[src/epi_map.svh]
// Register offsets, field positions, reset values and timing for the pin interrupt block.
// Assumes inclusion by bare name from the top module.
`ifndef EPI_MAP_SVH
`define EPI_MAP_SVH

// ==========================================================================
// Register offsets (index on the plain register port)
`define EPI_OFF_CPU_CONTROL_SENSE 3'h0
`define EPI_OFF_EXTENDED_CPU_CONTROL 3'h1
`define EPI_OFF_INTERRUPT_ENABLE_CONTROL 3'h2
`define EPI_OFF_INTERRUPT_FLAGS 3'h3
`define EPI_OFF_IRQ_STATUS 3'h4
`define EPI_OFF_IRQ_MASK 3'h5
`define EPI_OFF_CORE_CONTROL 3'h6
`define EPI_OFF_PIN_STATE 3'h7

// ==========================================================================
// Field positions
`define EPI_BIT_SENSE_ZERO_LO 0
`define EPI_BIT_SENSE_ZERO_HI 1
`define EPI_BIT_SENSE_ONE_LO 2
`define EPI_BIT_SENSE_ONE_HI 3
`define EPI_BIT_EDGE_SEL_TWO 0
`define EPI_BIT_SRC_ONE 7
`define EPI_BIT_SRC_ZERO 6
`define EPI_BIT_SRC_TWO 5
`define EPI_BIT_VEC_SELECT 1
`define EPI_BIT_VEC_UNLOCK 0
`define EPI_BIT_GLOBAL_EN 7

// ==========================================================================
// Reset values and masks
`define EPI_RST_BYTE 8'h00
`define EPI_ENABLE_WMASK 8'hE3
`define EPI_FLAG_MASK 8'hE0

// ==========================================================================
// Timing: unlock window for the vector table select, in cycles
`define EPI_VEC_UNLOCK_CYCLES 3'h4

`endif

[src/epi_pkg.sv]
// Types shared by the pin interrupt block.
// Assumes the register map header sits beside it.
package epi_pkg;
    // Sense encodings for inputs zero and one
    typedef enum logic [1:0] {
        EPI_SENSE_LOW = 2'h0,
        EPI_SENSE_ANY = 2'h1,
        EPI_SENSE_FALL = 2'h2,
        EPI_SENSE_RISE = 2'h3
    } epi_sense_e;

    // Dispatch sequencer states, one-hot
    typedef enum logic [2:0] {
        EPI_ST_IDLE = 3'b001,
        EPI_ST_REQ = 3'b010,
        EPI_ST_WAIT = 3'b100
    } epi_state_e;

    typedef logic [7:0] epi_byte_t;
endpackage

[src/epi_top.sv]
// Three external pin interrupt sources with sense control, flags and vector dispatch.
// Assumes pins synchronous to clk; a core takes vectors with a one-cycle ack.
//
// Functional notes
// - Input zero requests only with global enable and its own enable set.
// - Sense field zero: low level, any change, falling, rising edge.
// - Input zero is sampled before edge detection; one-clock pulses suffice.
// - Edge select bit picks falling (0) or rising (1) for input two.
// - Input two edges are captured, then raise the request.
// - Enable register: input one bit 7, zero bit 6, two bit 5.
// - Pin activity requests even when the pin is an output.
// - Each taken request dispatches to its own vector.
// - Edges on inputs one and zero set flags at bits 7 and 6.
// - Flag plus global and source enable jumps to the vector.
// - Flags clear on dispatch or on a written one; zero is ignored.
// - Level-sensed sources keep their flag cleared.
// - Any triggering event on input two sets its flag.
// - Level mode on input one requests while the pin stays low.
`timescale 1ns/10ps
`include "epi_map.svh"

module epi_top #(
    parameter int NUM_SRC = 3
) (
    input wire logic clk, // System clock, 100 MHz
    input wire logic rst_n, // Synchronous reset, active low
    input wire logic ext_irq_in_zero, // Pin for input zero
    input wire logic ext_irq_in_one, // Pin for input one
    input wire logic ext_irq_in_two_async, // Pin for input two
    input wire logic [2:0] reg_addr, // Register index
    input wire logic [7:0] reg_wdata, // Write data
    input wire logic reg_wr, // Write strobe
    input wire logic reg_rd, // Read strobe
    output logic [7:0] reg_rdata, // Read data, cycle after strobe
    output logic irq, // Level interrupt from status and mask
    output logic vec_req, // Dispatch request to the core
    output logic [1:0] vec_num, // Vector: 1 zero, 2 one, 3 two
    input wire logic vec_ack, // Core takes the vector
    output logic vec_table_sel // Vector table select bit
);

    // ======================================================================
    // Register state
    epi_pkg::epi_byte_t sense_q;
    epi_pkg::epi_byte_t ext_ctl_q;
    logic [2:0] src_en_q; // {one, zero, two}
    logic vec_sel_q;
    logic vec_unlock_q;
    logic [2:0] unlock_cnt_q;
    logic [2:0] flag_q; // {one, zero, two}
    logic [2:0] ev_sts_q;
    logic [2:0] ev_msk_q;
    logic global_en_q;
    epi_pkg::epi_state_e state_q;
    logic [1:0] sel_q;

    // Write decode, shared by every register but the pin state
    function automatic logic hit(input logic [2:0] a, input logic [2:0] off, input logic s);
        hit = s && (a == off);
    endfunction

    logic wr_sense, wr_ext, wr_en, wr_flag, wr_sts, wr_msk, wr_core;
    assign wr_sense = hit(reg_addr, `EPI_OFF_CPU_CONTROL_SENSE, reg_wr);
    assign wr_ext = hit(reg_addr, `EPI_OFF_EXTENDED_CPU_CONTROL, reg_wr);
    assign wr_en = hit(reg_addr, `EPI_OFF_INTERRUPT_ENABLE_CONTROL, reg_wr);
    assign wr_flag = hit(reg_addr, `EPI_OFF_INTERRUPT_FLAGS, reg_wr);
    assign wr_sts = hit(reg_addr, `EPI_OFF_IRQ_STATUS, reg_wr);
    assign wr_msk = hit(reg_addr, `EPI_OFF_IRQ_MASK, reg_wr);
    assign wr_core = hit(reg_addr, `EPI_OFF_CORE_CONTROL, reg_wr);

    // ======================================================================
    // Pin sampling for the synchronous inputs
    logic [1:0] pin_now;
    logic [1:0] smp_a_q;
    logic [1:0] smp_b_q;
    assign pin_now = {ext_irq_in_one, ext_irq_in_zero};

    // Two consecutive samples; pins already synchronous, so no extra stage
    always_ff @(posedge clk) begin
        if (!rst_n) begin
            smp_a_q <= 2'h3;
            smp_b_q <= 2'h3;
        end else begin
            smp_a_q <= pin_now;
            smp_b_q <= smp_a_q;
        end
    end

    // Per-source sense decode, the same logic for inputs zero and one
    logic [1:0] sync_edge;
    logic [1:0] sync_low;
    genvar gi;
    generate
        for (gi = 0; gi < 2; gi++) begin : g_sense
            epi_pkg::epi_sense_e mode;
            assign mode = epi_pkg::epi_sense_e'(sense_q[2*gi+1 -: 2]);
            always_comb begin
                sync_edge[gi] = 1'b0;
                sync_low[gi] = 1'b0;
                case (mode)
                    epi_pkg::EPI_SENSE_LOW: sync_low[gi] = !smp_a_q[gi];
                    epi_pkg::EPI_SENSE_ANY: sync_edge[gi] = smp_a_q[gi] ^ smp_b_q[gi];
                    epi_pkg::EPI_SENSE_FALL: sync_edge[gi] = smp_b_q[gi] & !smp_a_q[gi];
                    epi_pkg::EPI_SENSE_RISE: sync_edge[gi] = !smp_b_q[gi] & smp_a_q[gi];
                    default: sync_edge[gi] = 1'b0;
                endcase
            end
        end
    endgenerate

    // ======================================================================
    // Input two edge capture; with one clock the capture is a clocked sample
    // that needs no mode other than edge, limitation: pulses under 10 ns may miss
    logic two_prev_q;
    logic two_edge;
    always_ff @(posedge clk) begin
        if (!rst_n) begin
            two_prev_q <= 1'b1;
        end else begin
            two_prev_q <= ext_irq_in_two_async;
        end
    end
    // Both choices need the pin to differ from its last sample, so changing the edge select alone raises no edge
    assign two_edge = ext_ctl_q[`EPI_BIT_EDGE_SEL_TWO] ?
        (!two_prev_q && ext_irq_in_two_async) :
        (two_prev_q && !ext_irq_in_two_async);

    logic [2:0] set_ev;
    assign set_ev = {sync_edge[1], sync_edge[0], two_edge};

    // ======================================================================
    // Control registers
    always_ff @(posedge clk) begin
        if (!rst_n) begin
            sense_q <= `EPI_RST_BYTE;
            ext_ctl_q <= `EPI_RST_BYTE;
        end else begin
            if (wr_sense) begin
                sense_q <= reg_wdata;
            end
            if (wr_ext) begin
                ext_ctl_q <= reg_wdata;
            end
        end
    end

    // Enable register; bits 4 to 2 are not stored
    always_ff @(posedge clk) begin
        if (!rst_n) begin
            src_en_q <= 3'h0;
        end else if (wr_en) begin
            src_en_q <= {reg_wdata[`EPI_BIT_SRC_ONE], reg_wdata[`EPI_BIT_SRC_ZERO],
                         reg_wdata[`EPI_BIT_SRC_TWO]};
        end
    end

    // Vector table select: unlock bit opens a short window, then self-clears
    always_ff @(posedge clk) begin
        if (!rst_n) begin
            vec_sel_q <= 1'b0;
            vec_unlock_q <= 1'b0;
            unlock_cnt_q <= 3'h0;
        end else if (wr_en && reg_wdata[`EPI_BIT_VEC_UNLOCK]) begin
            vec_unlock_q <= 1'b1;
            unlock_cnt_q <= `EPI_VEC_UNLOCK_CYCLES;
        end else begin
            if (wr_en && vec_unlock_q) begin
                vec_sel_q <= reg_wdata[`EPI_BIT_VEC_SELECT];
                vec_unlock_q <= 1'b0;
            end else if (unlock_cnt_q == 3'h1) begin
                vec_unlock_q <= 1'b0;
            end
            if (unlock_cnt_q != 3'h0) begin
                unlock_cnt_q <= unlock_cnt_q - 3'h1;
            end
        end
    end

    // Global enable stands in for the core's status register bit
    always_ff @(posedge clk) begin
        if (!rst_n) begin
            global_en_q <= 1'b0;
        end else if (wr_core) begin
            global_en_q <= reg_wdata[`EPI_BIT_GLOBAL_EN];
        end
    end

    // ======================================================================
    // Request flags: set wins over clear so no edge is lost
    logic [2:0] wr_clr;
    logic [2:0] ack_clr;
    logic [2:0] level_mode;
    assign wr_clr = wr_flag ? {reg_wdata[`EPI_BIT_SRC_ONE], reg_wdata[`EPI_BIT_SRC_ZERO],
                               reg_wdata[`EPI_BIT_SRC_TWO]} : 3'h0;
    // Vector number back to its flag position in {one, zero, two}
    // A shift trick here would pick the wrong source, so the map is spelled out
    function automatic logic [2:0] vec_to_flag(input logic [1:0] v);
        case (v)
            2'h1: vec_to_flag = 3'h2; // Input zero
            2'h2: vec_to_flag = 3'h4; // Input one
            2'h3: vec_to_flag = 3'h1; // Input two
            default: vec_to_flag = 3'h0; // Idle, nothing to clear
        endcase
    endfunction

    // Only the source that was just taken loses its flag
    assign ack_clr = (state_q == epi_pkg::EPI_ST_REQ && vec_ack) ?
        vec_to_flag(sel_q) : 3'h0;
    assign level_mode = {sense_q[3:2] == 2'h0, sense_q[1:0] == 2'h0, 1'b0};

    always_ff @(posedge clk) begin
        if (!rst_n) begin
            flag_q <= 3'h0;
        end else begin
            flag_q <= ((flag_q & ~wr_clr & ~ack_clr) | set_ev) & ~level_mode;
        end
    end

    // ======================================================================
    // Pending sources and vector dispatch
    logic [2:0] pend;
    assign pend = (flag_q | {sync_low[1], sync_low[0], 1'b0}) & src_en_q
                  & {3{global_en_q}};

    // Sequencer: raise a vector, hold it until acknowledged, one idle gap
    always_ff @(posedge clk) begin
        if (!rst_n) begin
            state_q <= epi_pkg::EPI_ST_IDLE;
            sel_q <= 2'h0;
        end else begin
            case (state_q)
                epi_pkg::EPI_ST_IDLE: begin
                    if (pend[1]) begin // Input zero has top priority
                        sel_q <= 2'h1;
                        state_q <= epi_pkg::EPI_ST_REQ;
                    end else if (pend[2]) begin
                        sel_q <= 2'h2;
                        state_q <= epi_pkg::EPI_ST_REQ;
                    end else if (pend[0]) begin
                        sel_q <= 2'h3;
                        state_q <= epi_pkg::EPI_ST_REQ;
                    end
                end
                epi_pkg::EPI_ST_REQ: begin
                    if (vec_ack) begin
                        state_q <= epi_pkg::EPI_ST_WAIT;
                    end
                end
                epi_pkg::EPI_ST_WAIT: state_q <= epi_pkg::EPI_ST_IDLE;
                default: state_q <= epi_pkg::EPI_ST_IDLE;
            endcase
        end
    end

    always_ff @(posedge clk) begin
        if (!rst_n) begin
            vec_req <= 1'b0;
            vec_num <= 2'h0;
        end else begin
            vec_req <= (state_q == epi_pkg::EPI_ST_REQ) && !vec_ack;
            // Vector drops together with the offer, so no number stands while idle
            vec_num <= (state_q == epi_pkg::EPI_ST_REQ && !vec_ack) ? sel_q : 2'h0;
        end
    end

    assign vec_table_sel = vec_sel_q;

    // ======================================================================
    // Block status and mask for the level interrupt output
    always_ff @(posedge clk) begin
        if (!rst_n) begin
            ev_sts_q <= 3'h0;
            ev_msk_q <= 3'h0;
        end else begin
            ev_sts_q <= (ev_sts_q & ~(wr_sts ? reg_wdata[7:5] : 3'h0)) | set_ev;
            if (wr_msk) begin
                ev_msk_q <= reg_wdata[7:5];
            end
        end
    end

    always_ff @(posedge clk) begin
        if (!rst_n) begin
            irq <= 1'b0;
        end else begin
            irq <= |(((ev_sts_q & ~(wr_sts ? reg_wdata[7:5] : 3'h0)) | set_ev) & ev_msk_q);
        end
    end

    // ======================================================================
    // Read port: data stand in the cycle after the strobe only
    epi_pkg::epi_byte_t rd_mux;
    always_comb begin
        rd_mux = 8'h00;
        case (reg_addr)
            `EPI_OFF_CPU_CONTROL_SENSE: rd_mux = sense_q;
            `EPI_OFF_EXTENDED_CPU_CONTROL: rd_mux = ext_ctl_q;
            `EPI_OFF_INTERRUPT_ENABLE_CONTROL:
                rd_mux = {src_en_q, 3'h0, vec_sel_q, vec_unlock_q};
            `EPI_OFF_INTERRUPT_FLAGS: rd_mux = {flag_q, 5'h00};
            `EPI_OFF_IRQ_STATUS: rd_mux = {ev_sts_q, 5'h00};
            `EPI_OFF_IRQ_MASK: rd_mux = {ev_msk_q, 5'h00};
            `EPI_OFF_CORE_CONTROL: rd_mux = {global_en_q, 7'h00};
            `EPI_OFF_PIN_STATE: rd_mux = {smp_a_q[1], smp_a_q[0], two_prev_q, 5'h00};
            default: rd_mux = 8'h00;
        endcase
    end

    always_ff @(posedge clk) begin
        if (!rst_n) begin
            reg_rdata <= 8'h00;
        end else begin
            reg_rdata <= reg_rd ? rd_mux : 8'h00;
        end
    end

endmodule

[config.mk]
export PLATFORM = sky130hd
export DESIGN_NAME = epi_top
export DESIGN_NICKNAME = d
export VERILOG_FILES = /design/src/epi_pkg.sv /design/src/epi_top.sv
export VERILOG_INCLUDE_DIRS = /design/src
export SDC_FILE = /design/constraint.sdc
export NUM_CORES = 1
export LEC_CHECK = 0
export BUFFER_PORTS_ARGS = -buffer_cell sky130_fd_sc_hd__buf_4
export CORE_MARGIN = 5
export CORE_UTILIZATION = 61
export CTS_CLUSTER_SIZE = 25
export DETAILED_ROUTE_END_ITERATION = 10
export HOLD_SLACK_MARGIN = 0.1
export PLACE_DENSITY = 0.89
export SKIP_LAST_GASP = 1
export SLEW_MARGIN = 20
export SYNTH_ARGS = -nofsm -noshare
export SYNTH_HDL_FRONTEND = slang
export SYNTH_SLANG_ARGS = --single-unit
export TNS_END_PERCENT = 20
[constraint.sdc]
create_clock -name clk -period 3.65 [get_ports clk]
set_clock_uncertainty 0.2 [all_clocks]
set_input_delay 0.5475 -clock clk [delete_from_list [all_inputs] [get_ports clk]]
set_output_delay 0.5475 -clock clk [all_outputs]
set_load 0.05 [all_outputs]
==> Yosys cells after proc, flatten, opt, wreduce, memory -nomap -nowiden <==
Index checks and enable logic that the tools add are counted.
{ "classes": {"n_addsub": 1, "eq_ne": 21, "mux": 23, "bitwise_logic": 22, "n_reduce_logical": 34} }
{ "op_table": {"columns": ["op", "n"], "rows": [
  ["8-bit one-hot mux with 8 select lines", 1],
  ["3-bit two-way mux", 9],
  ["3-bit bitwise AND", 7],
  ["1-bit logical AND", 13],
  ["2-bit equality test (second input constant)", 6],
  ["3-bit equality test (second input constant)", 4],
  ["3-bit inverter", 4],
  ["2-bit AND reduction", 5],
  ["3-bit by 1-bit equality test with 1-bit output (second input constant)", 3],
  ["3-bit by 2-bit equality test with 1-bit output (second input constant)", 3],
  ["3-bit bitwise OR", 3],
  ["3-bit one-hot mux with 3 select lines", 1],
  ["3-bit nonzero test", 3],
  ["1-bit zero test", 7],
  ["2-bit by 1-bit equality test with 1-bit output (second input constant)", 3],
  ["1-bit two-way mux", 6],
  ["2-bit two-way mux", 3],
  ["1-bit one-hot mux with 3 select lines", 2],
  ["3-bit one-hot mux with 2 select lines", 1],
  ["1-bit bitwise AND", 4],
  ["2-bit zero test", 2],
  ["4-bit != test (second input constant)", 1],
  ["3-bit zero test", 1],
  ["3-bit OR reduction", 1],
  ["other kinds (6)", 8]
]} }
{ "totals": {"reg_bits": 56, "output_inout_bits": 13, "word_cells": 121} }

==> Depth between registers and ports, before layout <==
{ "logic_depth": {"ltp_word": 9, "depth_mapped": 6} }

==> Worst setup path before layout <==
OpenSTA, ideal clock, no wires.
{ "synth_path": {"path_type": "input to register", "from": "input port reg_addr[2]", "to": "register irq", "arrival_time_ps": 1542, "path_slack_ps": 1786, "cell_stages": 5, "path_cell_list": "buf_6 -> and4bb_1 -> nand2_1 -> a221o_1 -> a311o_1"} }
{ "synth_between": {"elab_chain_len": 8} }
{ "synth_rtl": {"columns": ["element", "line", "rtl"], "rows": [
  ["start: declaration", "epi_top.sv:30", "input wire logic [2:0] reg_addr,"],
  ["3-bit equality test", "epi_top.sv:59", "hit = s && (a == off);"],
  ["1-bit logical AND", "epi_top.sv:59", null],
  ["3-bit two-way mux", "epi_top.sv:286", "irq <= |(((ev_sts_q & ~(wr_sts ? reg_wdata[7:5] : 3'h0)) | set_ev) & ev_msk_q);"],
  ["3-bit inverter", "epi_top.sv:286", null],
  ["3-bit bitwise AND", "epi_top.sv:286", null],
  ["3-bit bitwise OR", "epi_top.sv:286", null],
  ["3-bit bitwise AND", "epi_top.sv:286", null],
  ["3-bit OR reduction", "epi_top.sv:286", null],
  ["end signal: assignment", "epi_top.sv:286", null],
  ["end: declaration", "epi_top.sv:35", "output logic irq,"]
]} }
No other way between the ends.
A chain may end at the register's enable or synchronous reset.

==> Final worst setup path <==
{ "layout_path": {"from": "register smp_a_q[1]", "to": "register irq"} }
{ "layout_between": {"elab_chain_len": 6} }
{ "layout_rtl": {"columns": ["element", "line", "rtl"], "rows": [
  ["start: declaration", "epi_top.sv:74", "logic [1:0] smp_a_q;"],
  ["start signal: assignment", "epi_top.sv:84", "smp_a_q <= pin_now;"],
  ["1-bit zero test", "epi_top.sv:103", "epi_pkg::EPI_SENSE_FALL: sync_edge[gi] = smp_b_q[gi] & !smp_a_q[gi];"],
  ["1-bit bitwise AND", "epi_top.sv:103", null],
  ["1-bit one-hot mux with 3 select lines (*)", "epi_top.sv:100", "case (mode)"],
  ["3-bit bitwise OR (*)", "epi_top.sv:286", null],
  ["3-bit bitwise AND (*)", "epi_top.sv:286", null],
  ["3-bit OR reduction (*)", "epi_top.sv:286", null]
]} }
Every way passes the cells marked *; elsewhere a longest branch is shown, timed or not.

==> flow_metrics.py <==
metrics = {
    "clock_network": {
        "cts_made_buffers": 5,
        "insertion_delay_ps": 320,
        "cts-root-buf": "clkbuf_8",
        "postCtsHoldBufs": 0,
        "cts_buffer_depth": 2,
        "cts_setup_buffers": 0,
        "clock_sinks": 56,
        "h-tree-depth": 2,
        "clkSlewWorstSetupHoldPaths_ps": 100,
        "cts_resized": 0,
        "cts_tree": "done",
    },
    "synth": {
        "synth-edff-count": 0,
        "avgSynthCellArea_um2": 9.26,
        "synth_compound_area_share_pct": 14.6,
        "syn_inst": 277,
        "yosysUniqueCellTypes": 49,
        "synthMuxAreaShare_pct": 9.71,
        "yosys_register_bits": 56,
        "async_flop_share_pct": 0,
        "ys_seq_area_share_pct": 43.7,
        "synth_top_family_by_area": "simple AND/OR/NAND/NOR gates",
        "synth_fa_ha_area_share_pct": 3.42,
        "ys.flop_type": "dfxtp_1",
        "yosysTopAreaCell": "dfxtp_1",
        "syn_area_mm2": 0.00256,
        "syn_nets": 303,
        "synthSimpleGateAreaFrac_pct": 23.7,
        "synth_area_leaders": "dfxtp_1, mux2i_1, nor2b_1",
        "yosysTopAreaCellShare_pct": 43.7,
        "synth_warnings": 0,
        "synth-xor-area-share_pct": 0.342,
    },
    "pwr": {
        "cellLeakagePower_nw": 1.18,
        "total_power_w": 0.00118,
        "ir_worst_vdd_v": 0.000236,
        "p_per_area_mw_per_mm2": 408,
    },
    "route": {
        "ant_nets": 0,
        "avgRoutedWirePerCell_um": 16.1,
        "via_per_inst": 5.86,
        "route.detailed.drc": 0,
        "wirelength_um": 5700,
        "vias": 2067,
        "detail_route.first_pass.iterations": 4,
        "first_iter_violations": 228,
    },
    "layout": {
        "layout_common_cells": "dfxtp_1, buf_4, nand2_1",
        "post-route-util_pct": 71.9,
        "num_antenna_cells": 0,
        "layout-drive-gt1-share_pct": 15.5,
        "final_nets": 328,
        "area_delta_synth_final_pct": 13.0,
        "layout_commonest_cell": "dfxtp_1",
        "fillerInstances": 325,
    },
    "global_route": {
        "grt_pass1_vias": 1974,
        "grt_max_degree": 49,
        "antenna_found_initial": 0,
        "grtUsageTotal_pct": 22.1,
        "grt_pass1_wl_um": 9320,
        "grt_overflow": 0,
    },
    "timing": {
        "clock.fmax_ghz": 0.521,
        "worstMarginPinSlew_ps": 652,
        "rsz0062_at_grt": "no",
        "setup_viol": 0,
        "final-hold-violation-count": 0,
        "final.min_clock_period_ps": 1920,
        "fin_crit_sh_pct": 52.6,
        "max_slew_margin_pct": 56.0,
        "fin_tns_setup_ps": 0,
        "slew_viol_final": 0,
    },
    "worst_setup_path": {
        "arrival_ps": 1930,
        "cp.required_ps": 3660,
        "start_kind": "flop",
        "crit_fanout": 4,
        "crit_path_end_kind": "flop",
        "crit_type": "reg -> reg",
    },
    "die": {
        "rows": 23,
        "dieWidth_um": 74.8,
        "dieArea_mm2": 0.00560,
        "die_h_um": 74.8,
        "pin_count": 32,
        "initial_core_util_pct": 63.6,
        "core_area_mm2": 0.00403,
    },
    "placement": {
        "place.port_buffers": 31,
        "place_hpwl_um": 4150,
        "gp_routability_congestion": 0.849,
    },
    "run_status": {
        "status": "finished clean",
    },
    "job": {
        "drv_cap": 0,
    },
    "hold_path": {
        "min_path_type": "in -> reg",
    },
}
==> critical path, cell delays in order (launching register included) <==
cell     delay, ps
dfxtp_1        420
inv_1           80
ha_1           300
o21ai_0         80
a221o_1        370
a311o_1        350
==> state kept, by name (all words and copies together), names as in the netlist <==
| signal | flops |
|---|---|
| src_en_q | 3 |
| vec_num | 2 |
| vec_unlock_q | 1 |
| vec_req | 1 |
| state_q | 3 |
| vec_table_sel | 1 |
| ev_sts_q | 3 |
| global_en_q | 1 |
| flag_q | 3 |
| smp_b_q | 2 |
| ext_ctl_q | 8 |
| unlock_cnt_q | 3 |
| sel_q | 2 |
| two_prev_q | 1 |
| reg_rdata | 8 |
| irq | 1 |
| ev_msk_q | 3 |
| smp_a_q | 2 |
| sense_q | 8 |
==> cell families after synthesis <==
| kind of cell | count (synthesis) |
|---|---|
| AND/OR/NAND/NOR | 111 |
| buffers and inverters | 27 |
| flip-flops | 56 |
| adder cells (fa/ha/maj) | 7 |
| XOR/XNOR | 1 |
| AO/OA/AOI/OAI | 52 |
| multiplexers | 23 |
==> per-layer routing <==
layer  share of wire, %  track usage, %  vias to the layer above
li1                   -               -                     1017
met1                 43            29.3                      971
met2                 47            35.8                       65
met3                7.1            4.01                       14
met4                2.3            8.50                        0
met5                  0               0                        -
==> power by group <==
part	total, W	switching, W	internal, W
Combinational	0.000175	0.0000935	0.0000812
Sequential	0.000658	0.0000207	0.000637
Clock	0.000351	0.000195	0.000155
==> worst paths after layout <==
path	from	to	slack [ps]	cells past startpoint
worst max register to register	smp_a_q[1]	irq	1730	5
worst max-delay path	smp_a_q[1]	irq	1730	5
worst min register to register	sense_q[7]	sense_q[7]	280	2
worst min-delay path	vec_ack	vec_num[0]	190	2
==> area by class of cell <==
class / count / area, um2 / area share (%)
timing repair buffer: 32 / 240 / 8.29
clock buffer: 8 / 90.1 / 3.11
multi-input combinational: 194 / 1330 / 46.0
sequential: 56 / 1120 / 38.7
tap: 50 / 62.6 / 2.16
inverter: 13 / 48.8 / 1.68
==> synth_stat cells, drive strengths merged (2+ instances only) <==
master / count
or2: 3
nand4b: 2
nor2: 17
o221a: 2
inv: 13
ha: 7
a22oi: 3
o22ai: 2
o21ai: 9
a32oi: 2
mux2i: 20
nand3b: 4
a31oi: 2
and2: 5
nand2: 28
o211ai: 3
and4bb: 2
a21boi: 10
buf: 6
a21oi: 6
nor4bb: 2
mux2: 2
dfxtp: 56
nor3b: 2
a221oi: 3
nor3: 9
clkbuf: 8
nand3: 2
nor2b: 21
nand2b: 10
==> metrics by stage <==
step / setup WS (ps) / instances / hold WS, ps / instance area, um2
after floorplan: 1790 / 277 / 243 / 2560
after global placement: 1560 / 345 / 253 / 2810
after detailed placement: 1530 / 345 / 260 / 2810
after CTS: 1720 / 353 / 198 / 2900
after global routing: 1630 / 353 / 201 / 2900
final: 1730 / 353 / 190 / 2900
Note: power is estimated with default switching activity, not from simulation.
